**config.mk**
```make
export PLATFORM = sky130hd
export DESIGN_NAME = lbc_top
export DESIGN_NICKNAME = d
export VERILOG_FILES = /design/src/rtl/lbc_pkg.sv /design/src/rtl/lbc_fetch.sv /design/src/rtl/lbc_top.sv
export SDC_FILE = /design/constraint.sdc
export NUM_CORES = 1
export LEC_CHECK = 0
export ABC_CLOCK_PERIOD_IN_PS = 3100
export BUFFER_PORTS_ARGS = -buffer_cell sky130_fd_sc_hd__buf_2
export CELL_PAD_IN_SITES_DETAIL_PLACEMENT = 1
export CELL_PAD_IN_SITES_GLOBAL_PLACEMENT = 1
export CORE_ASPECT_RATIO = 0.6
export CORE_MARGIN = 4
export CORE_UTILIZATION = 37
export DETAILED_ROUTE_END_ITERATION = 8
export PLACE_DENSITY_LB_ADDON = 0.1
export SLEW_MARGIN = 20
export SYNTH_ARGS = -nofsm -noshare
export SYNTH_HDL_FRONTEND = slang
export SYNTH_SLANG_ARGS = --single-unit
```
**constraint.sdc**
```tcl
create_clock -name ref_clk -period 3.1 [get_ports ref_clk]
set_input_delay 0.62 -clock ref_clk [delete_from_list [all_inputs] [get_ports ref_clk]]
set_output_delay 0.62 -clock ref_clk [all_outputs]
set_load 0.1 [all_outputs]
```
**src/rtl/lbc_pkg.sv**
```systemverilog
// package for the local bus cycle control block
// assumes one system clock; all bus timing counted in its phases
package lbc_pkg;
    // **************************************************
    // widths and timing
    // **************************************************
    localparam int LBC_DATA_W = 16;
    localparam int LBC_ADDR_W = 24;
    localparam int LBC_QUEUE_BYTES = 6;
    localparam int LBC_FETCH_ROOM = 2;
    localparam int LBC_QCNT_W = 3;
    localparam logic [LBC_QCNT_W-1:0] LBC_QCNT_ZERO = 3'h0;
    localparam logic [LBC_QCNT_W-1:0] LBC_QCNT_ONE = 3'h1;
    localparam logic [LBC_QCNT_W-1:0] LBC_QCNT_TWO = 3'h2;
    localparam logic LBC_PH1 = 1'b0;
    localparam logic LBC_PH2 = 1'b1;
    localparam logic [LBC_ADDR_W-1:0] LBC_ADDR_ZERO = 24'h000000;
    localparam logic [LBC_ADDR_W-1:0] LBC_ADDR_TWO = 24'h000002;
    localparam logic [LBC_ADDR_W-1:0] LBC_ADDR_ONE = 24'h000001;
    localparam logic [LBC_DATA_W-1:0] LBC_DATA_ZERO = 16'h0000;
    // bus status codes, active low, 2'b11 = inactive
    localparam logic [1:0] LBC_ST_IDLE = 2'h3;
    localparam logic [1:0] LBC_ST_WRITE = 2'h2;
    localparam logic [1:0] LBC_ST_READ = 2'h1;

    // **************************************************
    // types
    // **************************************************
    typedef enum logic [1:0] {
        LBC_TI = 2'b00,
        LBC_TS = 2'b01,
        LBC_TC = 2'b10,
        LBC_TH = 2'b11
    } lbc_state_t;

    // one request from the execution side
    typedef struct packed {
        logic valid;
        logic write;
        logic locked;
        logic last_locked;
        logic interrupt_acknowledge_cycle;
        logic [LBC_ADDR_W-1:0] addr;
        logic [LBC_DATA_W-1:0] wdata;
    } lbc_req_t;

    // pins toward the local bus
    typedef struct packed {
        logic [1:0] status_n;
        logic lock_n;
        logic data_direction_out;
        logic bus_grant_out;
        logic [LBC_ADDR_W-1:0] addr;
        logic [LBC_DATA_W-1:0] data_out;
        logic data_oe_n;
    } lbc_bus_t;
endpackage

```
**src/rtl/lbc_fetch.sv**
```systemverilog
// prefetch request generator for the local bus cycle control block
// assumes the bus engine reports each completed fetch through take
`timescale 1ns/10ps
`default_nettype none
module lbc_fetch (
    input wire logic ref_clk,
    input wire logic rst_b,
    input wire logic clk_en,
    input wire logic take,
    input wire logic consume,
    input wire logic branch,
    input wire logic [lbc_pkg::LBC_ADDR_W-1:0] branch_addr,
    input wire logic stop_decoded,
    input wire logic protected_mode,
    input wire logic [lbc_pkg::LBC_ADDR_W-1:0] seg_limit,
    output logic want,
    output logic byte_fetch,
    output logic [lbc_pkg::LBC_ADDR_W-1:0] fetch_addr,
    output logic [lbc_pkg::LBC_QCNT_W-1:0] queue_fill
);
    import lbc_pkg::*;

    typedef struct packed {
        logic [LBC_QCNT_W-1:0] fill;
        logic [LBC_ADDR_W-1:0] addr;
        logic stopped;
    } lbc_fst_t;

    lbc_fst_t st_r, st_nxt;
    logic room;
    logic past_limit;

    // **************************************************
    // fetch decision
    // **************************************************
    // free space in the queue and the code segment end
    assign room = (3'(LBC_QUEUE_BYTES) - st_r.fill) >= 3'(LBC_FETCH_ROOM);
    assign past_limit = protected_mode && (st_r.addr > seg_limit);
    assign want = room && !st_r.stopped && !past_limit;
    assign byte_fetch = st_r.addr[0];
    assign fetch_addr = st_r.addr;
    assign queue_fill = st_r.fill;

    // next state of queue and fetch pointer
    always_comb begin
        st_nxt = st_r;
        if (take) begin
            st_nxt.fill = st_r.fill + (st_r.addr[0] ? LBC_QCNT_ONE : LBC_QCNT_TWO);
            st_nxt.addr = st_r.addr + (st_r.addr[0] ? LBC_ADDR_ONE : LBC_ADDR_TWO);
        end
        if (consume && st_nxt.fill != LBC_QCNT_ZERO) begin
            st_nxt.fill = st_nxt.fill - LBC_QCNT_ONE;
        end
        if (stop_decoded) begin
            st_nxt.stopped = 1'b1;
        end
        if (branch) begin
            st_nxt.addr = branch_addr;
            st_nxt.fill = LBC_QCNT_ZERO;
            st_nxt.stopped = 1'b0;
        end
    end

    // state register
    always_ff @(posedge ref_clk) begin
        if (!rst_b) begin
            st_r <= '{fill: LBC_QCNT_ZERO, addr: LBC_ADDR_ZERO, stopped: 1'b0};
        end else if (clk_en) begin
            st_r <= st_nxt;
        end
    end
endmodule
`default_nettype wire

```
**src/rtl/lbc_top.sv**
```systemverilog
// processor side bus cycle sequencer with prefetch
// assumes ready_n is synchronous to ref_clk and all inputs are clean
`timescale 1ns/10ps
`default_nettype none
module lbc_top (
    input wire logic ref_clk,
    input wire logic rst_b,
    input wire logic clk_en,
    input wire logic ready_n,
    input wire logic hold_req,
    input wire lbc_pkg::lbc_req_t exec_req,
    input wire logic consume,
    input wire logic branch,
    input wire logic [lbc_pkg::LBC_ADDR_W-1:0] branch_addr,
    input wire logic stop_decoded,
    input wire logic protected_mode,
    input wire logic [lbc_pkg::LBC_ADDR_W-1:0] seg_limit,
    input wire logic [lbc_pkg::LBC_DATA_W-1:0] data_in,
    output logic exec_done,
    output logic [lbc_pkg::LBC_DATA_W-1:0] rdata,
    output logic [lbc_pkg::LBC_QCNT_W-1:0] queue_fill,
    output lbc_pkg::lbc_bus_t bus
);
    import lbc_pkg::*;

    typedef struct packed {
        logic phase;
        lbc_state_t state;
        logic cur_write;
        logic cur_fetch;
        logic cur_interrupt_acknowledge_cycle;
        logic cur_last;
        logic first_tc;
        logic hold_gap;
        logic drop_drive;
        logic [LBC_DATA_W-1:0] rdata;
        lbc_bus_t bus;
    } lbc_st_t;

    lbc_st_t st_r, st_nxt;
    logic fetch_want;
    logic fetch_byte;
    logic [LBC_ADDR_W-1:0] fetch_addr;
    logic fetch_take;
    logic clock_end;
    logic cyc_end;
    logic start_exec;
    logic start_fetch;

    // **************************************************
    // prefetcher
    // **************************************************
    lbc_fetch u_fetch (
        .ref_clk(ref_clk),
        .rst_b(rst_b),
        .clk_en(clk_en),
        .take(fetch_take),
        .consume(consume),
        .branch(branch),
        .branch_addr(branch_addr),
        .stop_decoded(stop_decoded),
        .protected_mode(protected_mode),
        .seg_limit(seg_limit),
        .want(fetch_want),
        .byte_fetch(fetch_byte),
        .fetch_addr(fetch_addr),
        .queue_fill(queue_fill)
    );

    // **************************************************
    // sequencer
    // **************************************************
    // processor clock ends on every phase 2 edge
    assign clock_end = (st_r.phase == LBC_PH2);
    // last command state ends when ready is seen at the end of it
    assign cyc_end = clock_end && st_r.state == LBC_TC && !ready_n;
    assign start_exec = exec_req.valid && !st_r.hold_gap && !hold_req;
    // no fetch on an edge that retires a fetch, flushes or stops: queue state is stale then
    assign start_fetch = fetch_want && !exec_req.valid && !hold_req && !st_r.hold_gap
                         && !fetch_take && !branch && !stop_decoded;
    assign fetch_take = cyc_end && st_r.cur_fetch;
    // done marks the edge that ends the cycle; a request still valid at that edge starts another cycle unless hold_req is high
    assign exec_done = clk_en && cyc_end && !st_r.cur_fetch;
    assign rdata = st_r.rdata;
    assign bus = st_r.bus;

    always_comb begin
        logic may_start;
        may_start = 1'b0;
        st_nxt = st_r;
        st_nxt.phase = ~st_r.phase;
        // status only stands for send-status
        if (st_r.state == LBC_TS && clock_end) begin
            st_nxt.bus.status_n = LBC_ST_IDLE;
        end
        // write data appears in phase 2 of send-status
        if (st_r.state == LBC_TS && !clock_end && st_r.cur_write) begin
            st_nxt.bus.data_oe_n = 1'b0;
            // value loads here so an earlier write keeps its data for its hold phase
            st_nxt.bus.data_out = exec_req.wdata;
        end
        // lock drops after the first command state where asked
        if (st_r.state == LBC_TC && clock_end && st_r.first_tc) begin
            st_nxt.first_tc = 1'b0;
            if (st_r.cur_interrupt_acknowledge_cycle || st_r.cur_last) begin
                st_nxt.bus.lock_n = 1'b1;
            end
        end
        // float after write in phase 2 of following clock
        if (st_r.drop_drive && !clock_end) begin
            st_nxt.bus.data_oe_n = 1'b1;
            st_nxt.drop_drive = 1'b0;
        end
        if (clock_end) begin
            unique case (st_r.state)
                LBC_TI, LBC_TH: begin
                    may_start = 1'b1;
                    st_nxt.hold_gap = 1'b0;
                    // hold_gap only keeps new cycles off; the grant follows the one idle clock
                    if (hold_req) begin
                        st_nxt.state = LBC_TH;
                        st_nxt.bus.bus_grant_out = 1'b1;
                    end else begin
                        st_nxt.state = LBC_TI;
                        st_nxt.bus.bus_grant_out = 1'b0;
                    end
                end
                LBC_TS: begin
                    st_nxt.state = LBC_TC;
                    st_nxt.first_tc = 1'b1;
                end
                LBC_TC: begin
                    if (!ready_n) begin
                        st_nxt.rdata = st_r.cur_write ? st_r.rdata : data_in;
                        // data is held through phase 1 of the next clock, then floated unless reused
                        st_nxt.drop_drive = st_r.cur_write;
                        st_nxt.state = LBC_TI;
                        if (st_r.cur_write && hold_req) begin
                            st_nxt.hold_gap = 1'b1;
                        end else begin
                            may_start = 1'b1;
                        end
                    end
                end
            endcase
            if (may_start && (start_exec || start_fetch)) begin
                st_nxt.state = LBC_TS;
                st_nxt.bus.bus_grant_out = 1'b0;
                st_nxt.cur_fetch = !start_exec;
                st_nxt.cur_write = start_exec && exec_req.write;
                st_nxt.cur_interrupt_acknowledge_cycle = start_exec && exec_req.interrupt_acknowledge_cycle;
                st_nxt.cur_last = start_exec && exec_req.last_locked;
                st_nxt.bus.addr = start_exec ? exec_req.addr : fetch_addr;
                st_nxt.bus.status_n = (start_exec && exec_req.write) ? LBC_ST_WRITE
                                                                     : LBC_ST_READ;
                st_nxt.bus.data_direction_out = start_exec && exec_req.write;
                st_nxt.bus.lock_n = !(start_exec && (exec_req.locked || exec_req.interrupt_acknowledge_cycle));
                if (start_exec && exec_req.write) begin
                    // write after write keeps driving; the release just planned is cancelled
                    st_nxt.drop_drive = 1'b0;
                end
            end
        end
    end

    // state register
    always_ff @(posedge ref_clk) begin
        if (!rst_b) begin
            st_r <= '{phase: LBC_PH1, state: LBC_TI, cur_write: 1'b0, cur_fetch: 1'b0,
                      cur_interrupt_acknowledge_cycle: 1'b0, cur_last: 1'b0, first_tc: 1'b0, hold_gap: 1'b0,
                      drop_drive: 1'b0, rdata: LBC_DATA_ZERO,
                      bus: '{status_n: LBC_ST_IDLE, lock_n: 1'b1, data_direction_out: 1'b1,
                             bus_grant_out: 1'b0, addr: LBC_ADDR_ZERO,
                             data_out: LBC_DATA_ZERO, data_oe_n: 1'b1}};
        end else if (clk_en) begin
            st_r <= st_nxt;
        end
    end
endmodule
`default_nettype wire

```
==> metrics.txt, run 1 <==
WHS Path Cells 2; Max-slew headroom a little over half; Area growth syn-to-layout 16.4%; first-pass GRT wire length between 30000 and 40000 um; initial core utilization a little under two fifths; top cell type's share of synthesized area around 33%; Final Power 2.95 mW; Mean Syn Cell Area 7.42 um2; sequential fraction of the synthesis area between 30% and 40%; Leakage roughly 3.4 nW; area of the core roughly 16000 um2; Hold Violations, Final 0; initial antenna violation count 0; Max FO, Critical Path 9; Die Span Y about 110 um; area leader, netlist dfxtp_1; maximum vdd drop between 0.0002 and 0.0003 V; Yosys cell types 62; Synth Register Bits 100; async set or reset register ratio after synthesis 0%; post-synthesis instance area 6100 um2; Data arrival, critical path between 2 and 3 ns; Post-synth top flop dfxtp_1; Final Setup Violations 0; CTS Buf Count 9; number of flops mapped to enable cells by yosys 0; Pins Over Slew Limit 0; Final Wtd Congestion 0.870; clock slew at reported path FFs roughly 0.070 ns; Post-DP HPWL 15700 um; Residual DRC 0; Max-Cap Viols 0; min Tclk post-route between 2 and 3 ns; ANT cells 0; post-CTS setup buffers 0; Worst setup EP type flip-flop; largest net degree at the start of global routing 37; GR Overflow Total 0; via count 5970; pwr dens 415 nW/um2; TNS Setup 0 ns; TritonCTS clock tree built; most frequent cells in the layout nand2_1 (236), buf_2 (182), dfxtp_1 (100); H-tree levels 3; routed len/inst roughly 18 um; # resized after CTS 0; status finished clean; DIE AREA around 19000 um2; Syn Nets around 970; Net count, final 1080; top cells by area, synth dfxtp_1 (33%), nand2_1 (15%), buf_4 (8.0%); Min Hold Slack 0.453 ns; Worst R2R Path Depth 8; Cells after Synth roughly 820; vias in the first global route approximately 6000; worst slew pin tran approximately 0.7 ns; YS warnings 0; Tcrit/Tclk final a little under nine tenths; Worst-Skew Late Latency roughly 0.36 ns; chip width roughly 170 um; num rows 36; clk buf depth 2; Post-CTS Hold Buffers 0; total clock sinks 100; TritonRoute pass-1 iters 4; Vias per Instance 5.23; clk root buf clkbuf_16; filler cell count in the final layout 2072; hold crit path type flip-flop to flip-flop; DRT iter0 DRCs between 300 and 400; Antenna Nets Post-Route 0; most common cell after layout, fill and taps aside nand2_1; Achievable Freq 375 MHz; gr usage total between 20% and 30%; RSZ-0062 raised after global routing false; layout cell share with drive strength beyond 1 approximately a quarter; IO Port Bufs ~180; Crit path required time about 3.4 ns; Worst setup SP type flip-flop; routed wire length roughly 20000 um; Worst Skew around 0.011 ns; Setup Crit Path Kind flip-flop to flip-flop; Ports about 180
-- worst paths after layout --
check	startpoint	to	slack, ns
worst max-delay path	u_fetch.queue_fill[0]	st_r[69]	0.43
worst min-delay path	rdata[9]	rdata[9]	0.45
worst max register to register	u_fetch.queue_fill[0]	st_r[69]	0.43
worst min register to register	rdata[9]	rdata[9]	0.45
-- power by group --
part | internal, mW | leakage [nW] | switching (mW)
Sequential | 1.31 | 0.810 | 0.0355
Combinational | 0.163 | 2.43 | 0.267
Clock | 0.593 | 0.147 | 0.579
-- flip-flops by register name, indices dropped and copies added, names as in the netlist --
name / flops
bus: 46
u_fetch.fetch_addr: 24
rdata: 16
st_r: 9
u_fetch.queue_fill: 3
clock_end: 1
u_fetch.st_r: 1
-- worst max-delay path, cell delays in order (launching register included) --
cell and delay (ns):
dfxtp_1 0.45, inv_1 0.13, ha_1 0.31, a311oi_1 0.47, a21oi_1 0.15, nor4b_2 0.51
nand3_4 0.17, buf_4 0.22, a211oi_2 0.18
-- cell type report --
cell class                      count  area [um2]  share of cell area (%)
Clock buffer                       10         239                    3.37
Clock inverter                      6        66.3                   0.934
Inverter                           35         131                    1.85
Multi-Input combinational cell    576        3280                    46.3
Sequential cell                   100        2000                    28.2
Tap cell                          209         262                    3.68
Timing Repair Buffer              206        1120                    15.7
-- Yosys cell counts (all sizes together) (2+ instances only) --
cell type	count
buf	70
nor2	34
o31a	2
inv	35
nand4	9
nand2	236
a221o	2
o21ai	33
nor3b	2
and2	8
a21boi	2
nand2b	2
clkbuf	41
a21o	3
a31o	2
nand3	19
ha	33
nand3b	2
dfxtp	100
nor4b	3
xnor2	6
a22oi	9
o21a	3
nor3	6
nor4	5
nor2b	5
a21oi	70
a2bb2oi	3
a31oi	6
a211oi	6
o31ai	5
o2111ai	3
and3	5
mux2i	31
o22ai	5
-- layer usage --
| layer | vias up | share of wire (%) | track usage [%] |
|---|---|---|---|
| li1 | 2917 | - | - |
| met1 | 2844 | 50 | 30.8 |
| met2 | 197 | 42 | 32.3 |
| met3 | 12 | 7.1 | 4.56 |
| met4 | 0 | 0.83 | 3.73 |
| met5 | - | 0 | 0 |
-- stage by stage --
step | instances | instance area [um2] | util (%) | setup WS (ns)
after floorplan | 822 | 6100 | - | 0.183
after detailed placement | 1126 | 6800 | 41.9 | 0.201
after global placement | 1126 | 6800 | 41.9 | 0.283
after global routing | 1142 | 7100 | 43.8 | 0.224
final | 1142 | 7100 | 43.8 | 0.435
after CTS | 1142 | 7100 | 43.8 | 0.473
-- cells by family (layout without fill, tap and decap cells) --
kind of cell,after synthesis,after routing,share of synthesized area [%]
buf+inv,146,257,13.4
xor+xnor,7,7,1.00
mux,31,31,5.09
fa+ha+maj,34,34,7.09
compound gates,161,161,16.3
flops,100,100,32.8
simple gates,343,343,24.4
Note: power is estimated with default switching activity, not from simulation.
==> run 2, diff against run 1 <==
Settings changed: ABC_AREA set to 1, CORE_UTILIZATION 37 to 36, CTS_CLUSTER_DIAMETER set to 30.
==> metrics.txt, run 2 <==
post-CTS setup buffers 0 (unchanged); top cells by area, synth dfxtp_1 (33%), nand2_1 (11%), a21oi_1 (8.7%) (was dfxtp_1 (33%), nand2_1 (15%), buf_4 (8.0%)); Min Hold Slack 0.451 ns (was 0.453 ns); Residual DRC 0 (unchanged); TritonRoute pass-1 iters 5 (was 4); min Tclk post-route 2.49 ns (was 2.67 ns); total clock sinks 100 (unchanged); Clk pwr share 38.4% (was 39.8%); initial antenna violation count 1 (was 0); Final Power 3.01 mW (was 2.95 mW); Yosys cell types 40 (was 62); Worst-Skew Late Latency 0.35 ns (was 0.36 ns); Max-slew headroom 54.8% (was 54.1%); Data arrival, critical path 2.73 ns (was 2.94 ns); ANT cells 0 (unchanged); pwr dens 421 nW/um2 (was 415 nW/um2); placed cells 1217 (was 1126); Area growth syn-to-layout 16.3% (was 16.4%); Hold Violations, Final 0 (unchanged); sequential fraction of the synthesis area 32.6% (was 32.8%); WHS Path Cells 2 (unchanged); routed len/inst 16.6 um (was 17.6 um); most common cell after layout, fill and taps aside buf_2 (was nand2_1); area of the core 16500 um2 (was 16200 um2); largest net degree at the start of global routing 35 (was 37); number of flops mapped to enable cells by yosys 0 (unchanged); Final WS setup 0.609 ns (was 0.435 ns); routed wl met3 1350 um (was 1430 um); gr usage total 21.3% (was 21.1%); status finished clean (unchanged); Worst R2R Path Depth 11 (was 8); post-synthesis instance area 6140 um2 (was 6100 um2); layout cell share with drive strength beyond 1 24.4% (was 24.9%); top sig layer met5 (was met4); clk buf depth 2 (unchanged); DR WL met2 8010 um (was 8450 um); first-pass GRT wire length 33000 um (was 31800 um); via count 6287 (was 5970); switching share of power 29.9% (about the same); Final Wtd Congestion 0.859 (was 0.870); Placed Area 6850 um2 (was 6800 um2); Max FO, Critical Path 7 (was 9); vias in the first global route 6141 (was 6011); Post-CTS Hold Buffers 0 (unchanged); logic gate share of total power 16.6% (was 14.6%); Post-DP HPWL 16100 um (was 15700 um); maximum vdd drop 0.000226 V (was 0.000254 V); Net count, final 1152 (was 1080); RSZ-0062 raised after global routing false (unchanged); most frequent cells in the layout buf_2 (182), nand2_1 (178), a21oi_1 (107) (was nand2_1 (236), buf_2 (182), dfxtp_1 (100)); Achievable Freq 401 MHz (was 375 MHz); hold crit path type flip-flop to flip-flop (unchanged); Setup Crit Path Kind flip-flop to flip-flop (unchanged); num rows 36 (unchanged); Vias per Instance 5.10 (was 5.23); register share of total power 45.0% (was 45.6%); initial core utilization 37.3% (was 37.6%); Place WS 0.517 ns (was 0.201 ns); area leader, netlist dfxtp_1 (unchanged); chip width 177 um (was 174 um); async set or reset register ratio after synthesis 0% (unchanged); Final Setup Violations 0 (unchanged); Worst setup EP type flip-flop (unchanged); Tcrit/Tclk final 80.4% (was 86.0%); Int Pwr 2.11 mW (was 2.07 mW); routed wire length 20500 um (was 20100 um); most frequent cell after synthesis nand2_1 (unchanged); P_sw 899 uW (was 881 uW); Post-synth top flop dfxtp_1 (unchanged); DIE AREA 19300 um2 (was 18700 um2); TNS Setup 0 ns (unchanged); Worst Skew 0.0108 ns (was 0.0113 ns); YS warnings 0 (unchanged); Mean Syn Cell Area 6.89 um2 (was 7.42 um2); IO Port Bufs 183 (unchanged); final cell count without fillers 1233 (was 1142); max reg flops 46 (unchanged); Syn Nets 1044 (was 974); Die Span Y 109 um (was 107 um); clock slew at reported path FFs 0.08 ns (was 0.07 ns); worst slew pin tran 0.678 ns (was 0.686 ns); Leakage 3.27 nW (was 3.38 nW); Synth Register Bits 100 (unchanged); clk root buf clkbuf_16 (unchanged); Design Area, Final 7150 um2 (was 7100 um2); top cells by count, synth nand2_1 (178), a21oi_1 (107), dfxtp_1 (100) (was nand2_1 (236), dfxtp_1 (100), a21oi_1 (70)); Antenna Nets Post-Route 0 (unchanged); top cell type's share of synthesized area 32.6% (was 32.8%); Cells after Synth 892 (was 822); routed metal-1 wire length 11000 um (was 10100 um); TritonCTS clock tree built (unchanged); Pins Over Slew Limit 0 (unchanged); Crit path required time 3.34 ns (was 3.37 ns); Worst setup SP type flip-flop (unchanged); Ports 184 (unchanged); CTS Buf Count 9 (unchanged); # resized after CTS 0 (unchanged); GR Overflow Total 0 (unchanged); Max-Cap Viols 0 (unchanged); Final Util 43.3% (was 43.8%); DRT iter0 DRCs 384 (was 362); H-tree levels 3 (unchanged)
[run 2: cell types whose count changed in the layout (fill, tap and decap cells not counted), moves of 12 or more]
cell,delta
nand2_1,-58
o21ai_0,+30
nand3_1,+24
nand4_1,+31
nor2_1,+36
mux2i_1,-31
inv_2,+12
inv_1,+44
a21oi_1,+37
[run 2: worst paths after layout]
kind                                            start                      to  slack (ns)
worst max-delay path            u_fetch.fetch_addr[0]  u_fetch.fetch_addr[17]        0.61
worst min-delay path                          bus[42]                 bus[42]        0.45
worst max register to register  u_fetch.fetch_addr[0]  u_fetch.fetch_addr[17]        0.61
worst min register to register                bus[42]                 bus[42]        0.45
[run 2: logic make-up (layout without fill, tap and decap cells)]
logic type | count (synthesis) | in the layout | synth area share [%]
compound gates | 203 | 203 | 18.0
xor+xnor | 2 | 2 | 0.285
fa+ha+maj | 34 | 34 | 7.05
buf+inv | 199 | 312 | 16.6
flops | 100 | 100 | 32.6
simple gates | 354 | 354 | 25.5
[run 2: critical path, stage by stage, from the launching register on]
cell and delay, ns:
dfxtp_1 0.51, inv_1 0.15, ha_1 0.33, nand2_1 0.07, nand2_1 0.07, nand2_1 0.09
nor2_1 0.17, inv_2 0.08, nor3_1 0.36, nand4_1 0.22, o21ai_0 0.23, a21oi_1 0.10
[run 2: layout make-up]
| type | count | area, um2 |
|---|---|---|
| Clock buffer | 10 | 229 |
| Clock inverter | 6 | 63.8 |
| Fill cell | 2227 | 9340 |
| Inverter | 92 | 345 |
| Multi-Input combinational cell | 593 | 3120 |
| Sequential cell | 100 | 2000 |
| Tap cell | 228 | 285 |
| Timing Repair Buffer | 204 | 1100 |
[run 2: power groups by stage]
stage / clock network [mW] / logic (mW) / registers [mW]
floorplan: 0 / 0.325 / 1.37
global placement: 0 / 0.493 / 1.38
detailed placement: 0 / 0.498 / 1.38
CTS: 1.19 / 0.500 / 1.35
global route: 1.24 / 0.560 / 1.36
finish: 1.16 / 0.499 / 1.35
[run 2: metal layers]
metal,vias to the layer above,track usage (%)
li1,3136,-
met1,2953,33.8
met2,186,29.5
met3,10,4.64
met4,2,3.42
met5,-,0
==> run 3, diff against run 2 <==
Settings changed: ABC_AREA 1 to 0, ABC_CLOCK_PERIOD_IN_PS 3100 to 2100, CORE_UTILIZATION 36 to 33.
Clock period 3.1 ns to 2.1 ns, I/O delays scaled along.
==> metrics.txt, run 3 (synthesized netlist as in run 1, its figures left out) <==
Die Span Y 113 um (was 109 um); Net count, final 1162 (was 1152); initial core utilization 33.7% (was 37.3%); Ports 184 (unchanged); TritonRoute pass-1 iters 5 (unchanged); status complete, but fails checks (was finished clean); clock slew at reported path FFs 0.08 ns (about the same); filler cell count in the final layout 2250 (was 2227); H-tree levels 3 (unchanged); routed len/inst 18.0 um (was 16.6 um); ANT cells 0 (unchanged); pwr dens 550 nW/um2 (was 421 nW/um2); Data arrival, critical path 2.59 ns (was 2.73 ns); multi-input logic area 3720 um2 (was 3120 um2); Vias per Instance 5.04 (was 5.10); first-pass GRT wire length 34900 um (was 33000 um); Worst setup EP type flip-flop (unchanged); DIE AREA 20800 um2 (was 19300 um2); max incr delay on CP 0.37 ns (was 0.51 ns); Tcrit/Tclk final 112% (was 80.4%); final cell count without fillers 1255 (was 1233); placed cells 1215 (was 1217); Crit path required time 2.34 ns (was 3.34 ns); DRT iter0 DRCs 316 (was 384); most common cell after layout, fill and taps aside nand2_1 (was buf_2); IO Port Bufs 183 (unchanged); vias in the first global route 6497 (was 6141); crit-path cells inv_2 > ha_1 > nor2b_1 > o211ai_1 > a21oi_2 > o31a_1 > o2111ai_4 > nand3_4 > a221o_1 (was inv_1 > ha_1 > nand2_1 > nand2_1 > nand2_1 > nor2_1 > inv_2 > nor3_1 > nand4_1 > o21ai_0 > a21oi_1); Final WS setup -0.256 ns (was 0.609 ns); max reg flops 46 (unchanged); clk root buf clkbuf_16 (unchanged); Area growth syn-to-layout 36.1% (was 16.3%); Leakage 3.87 nW (was 3.27 nW); gr usage total 20.8% (was 21.3%); Antenna Nets Post-Route 0 (unchanged); num rows 38 (was 36); GR Overflow Total 0 (unchanged); Hold Violations, Final 0 (unchanged); routed wire length 22600 um (was 20500 um); Final Setup Violations 38 (was 0); initial antenna violation count 0 (was 1); largest net degree at the start of global routing 44 (was 35); CTS Buf Count 9 (unchanged); layout cell share with drive strength beyond 1 39.0% (was 24.4%); Worst-Skew Late Latency 0.35 ns (about the same); hold crit path type primary input to flip-flop (was flip-flop to flip-flop); Residual DRC 0 (unchanged); area of the core 18100 um2 (was 16500 um2); Worst Skew 0.0112 ns (was 0.0108 ns); maximum vdd drop 0.000405 V (was 0.000226 V); Worst setup SP type flip-flop (unchanged); register area 2040 um2 (was 2000 um2); Achievable Freq 425 MHz (was 401 MHz); TritonCTS clock tree built (unchanged); Max FO, Critical Path 5 (was 7); Max-Cap Viols 0 (unchanged); total clock sinks 100 (unchanged); via count 6319 (was 6287); most frequent cells in the layout nand2_1 (234), buf_2 (182), buf_4 (91) (was buf_2 (182), nand2_1 (178), a21oi_1 (107)); worst slew pin tran 0.613 ns (was 0.678 ns); Min Hold Slack 0.304 ns (was 0.451 ns); min Tclk post-route 2.36 ns (was 2.49 ns); Final Wtd Congestion 0.856 (was 0.859); Post-DP HPWL 17300 um (was 16100 um); Max-slew headroom 59.1% (was 54.8%); failing checks negative setup slack; Pins Over Slew Limit 0 (unchanged); Setup Crit Path Kind flip-flop to flip-flop (unchanged); CP max-delay cell dfxtp_4 (was dfxtp_1); Post-CTS Hold Buffers 0 (unchanged); RSZ-0062 raised after global routing true (was false); clk buf depth 2 (unchanged); chip width 184 um (was 177 um)
## run 3: layout make-up
class	instances	share of cell area [%]
flip-flops and latches	100	24.5
multi-input cells	577	44.8
well taps	240	3.62
clock inverters	6	0.919
repair buffers	287	21.6
inverters	35	1.70
clock buffers	10	2.76
## run 3: routing by layer
metal | track usage (%) | wire (um)
met3 | 4.47 | 1350
met4 | 4.27 | 273
met2 | 31.8 | 9910
met5 | 0 | 0
met1 | 30.2 | 11100
## run 3: stage by stage
stage          setup WS [ns]  util [%]  total power [mW]  setup TNS, ns  cell area (um2)
2_1_floorplan         -0.177         -              2.42          -4.64             6230
3_3_place_gp          -0.486      40.9              2.73         -16.24             7410
3_5_place_dp          -0.552      40.9              2.76         -18.03             7410
4_1_cts               -0.278      44.5              4.58          -7.90             8060
5_1_grt               -0.350      45.8              4.76         -10.94             8310
6_report              -0.256      45.8              4.56          -7.76             8310
## run 3: final timing paths
check	end	slack, ns	start	cells after the start
worst max-delay path	bus[42]	-0.26	u_fetch.fetch_addr[0]	9
worst min-delay path	rdata[6]	0.30	data_in[6]	3
worst max register to register	bus[42]	-0.26	u_fetch.fetch_addr[0]	9
worst min register to register	bus[9]	0.45	bus[9]	2
## run 3: what timing repair did
item | CTS | global route
buffers inserted | 11 | 12
setup endpoints to repair | 42 | 54
gates cloned | 2 | 0
pin swaps | 29 | 26
resized for setup | 59 | 36
## run 3: critical path: cells and delay by family, from the launching register on
| family | cells | cell delay (ns) |
|---|---|---|
| AO/OA/AOI/OAI | 5 | 1.31 |
| flip-flops | 1 | 0.37 |
| AND/OR/NAND/NOR | 2 | 0.26 |
| adder cells (fa/ha/maj) | 1 | 0.17 |
| buffers and inverters | 1 | 0.12 |
## run 3: power breakdown
part           internal, mW  switching [mW]
clock                 0.951           0.819
combinational         0.353           0.476
sequential             1.93          0.0355
total                  3.23            1.33
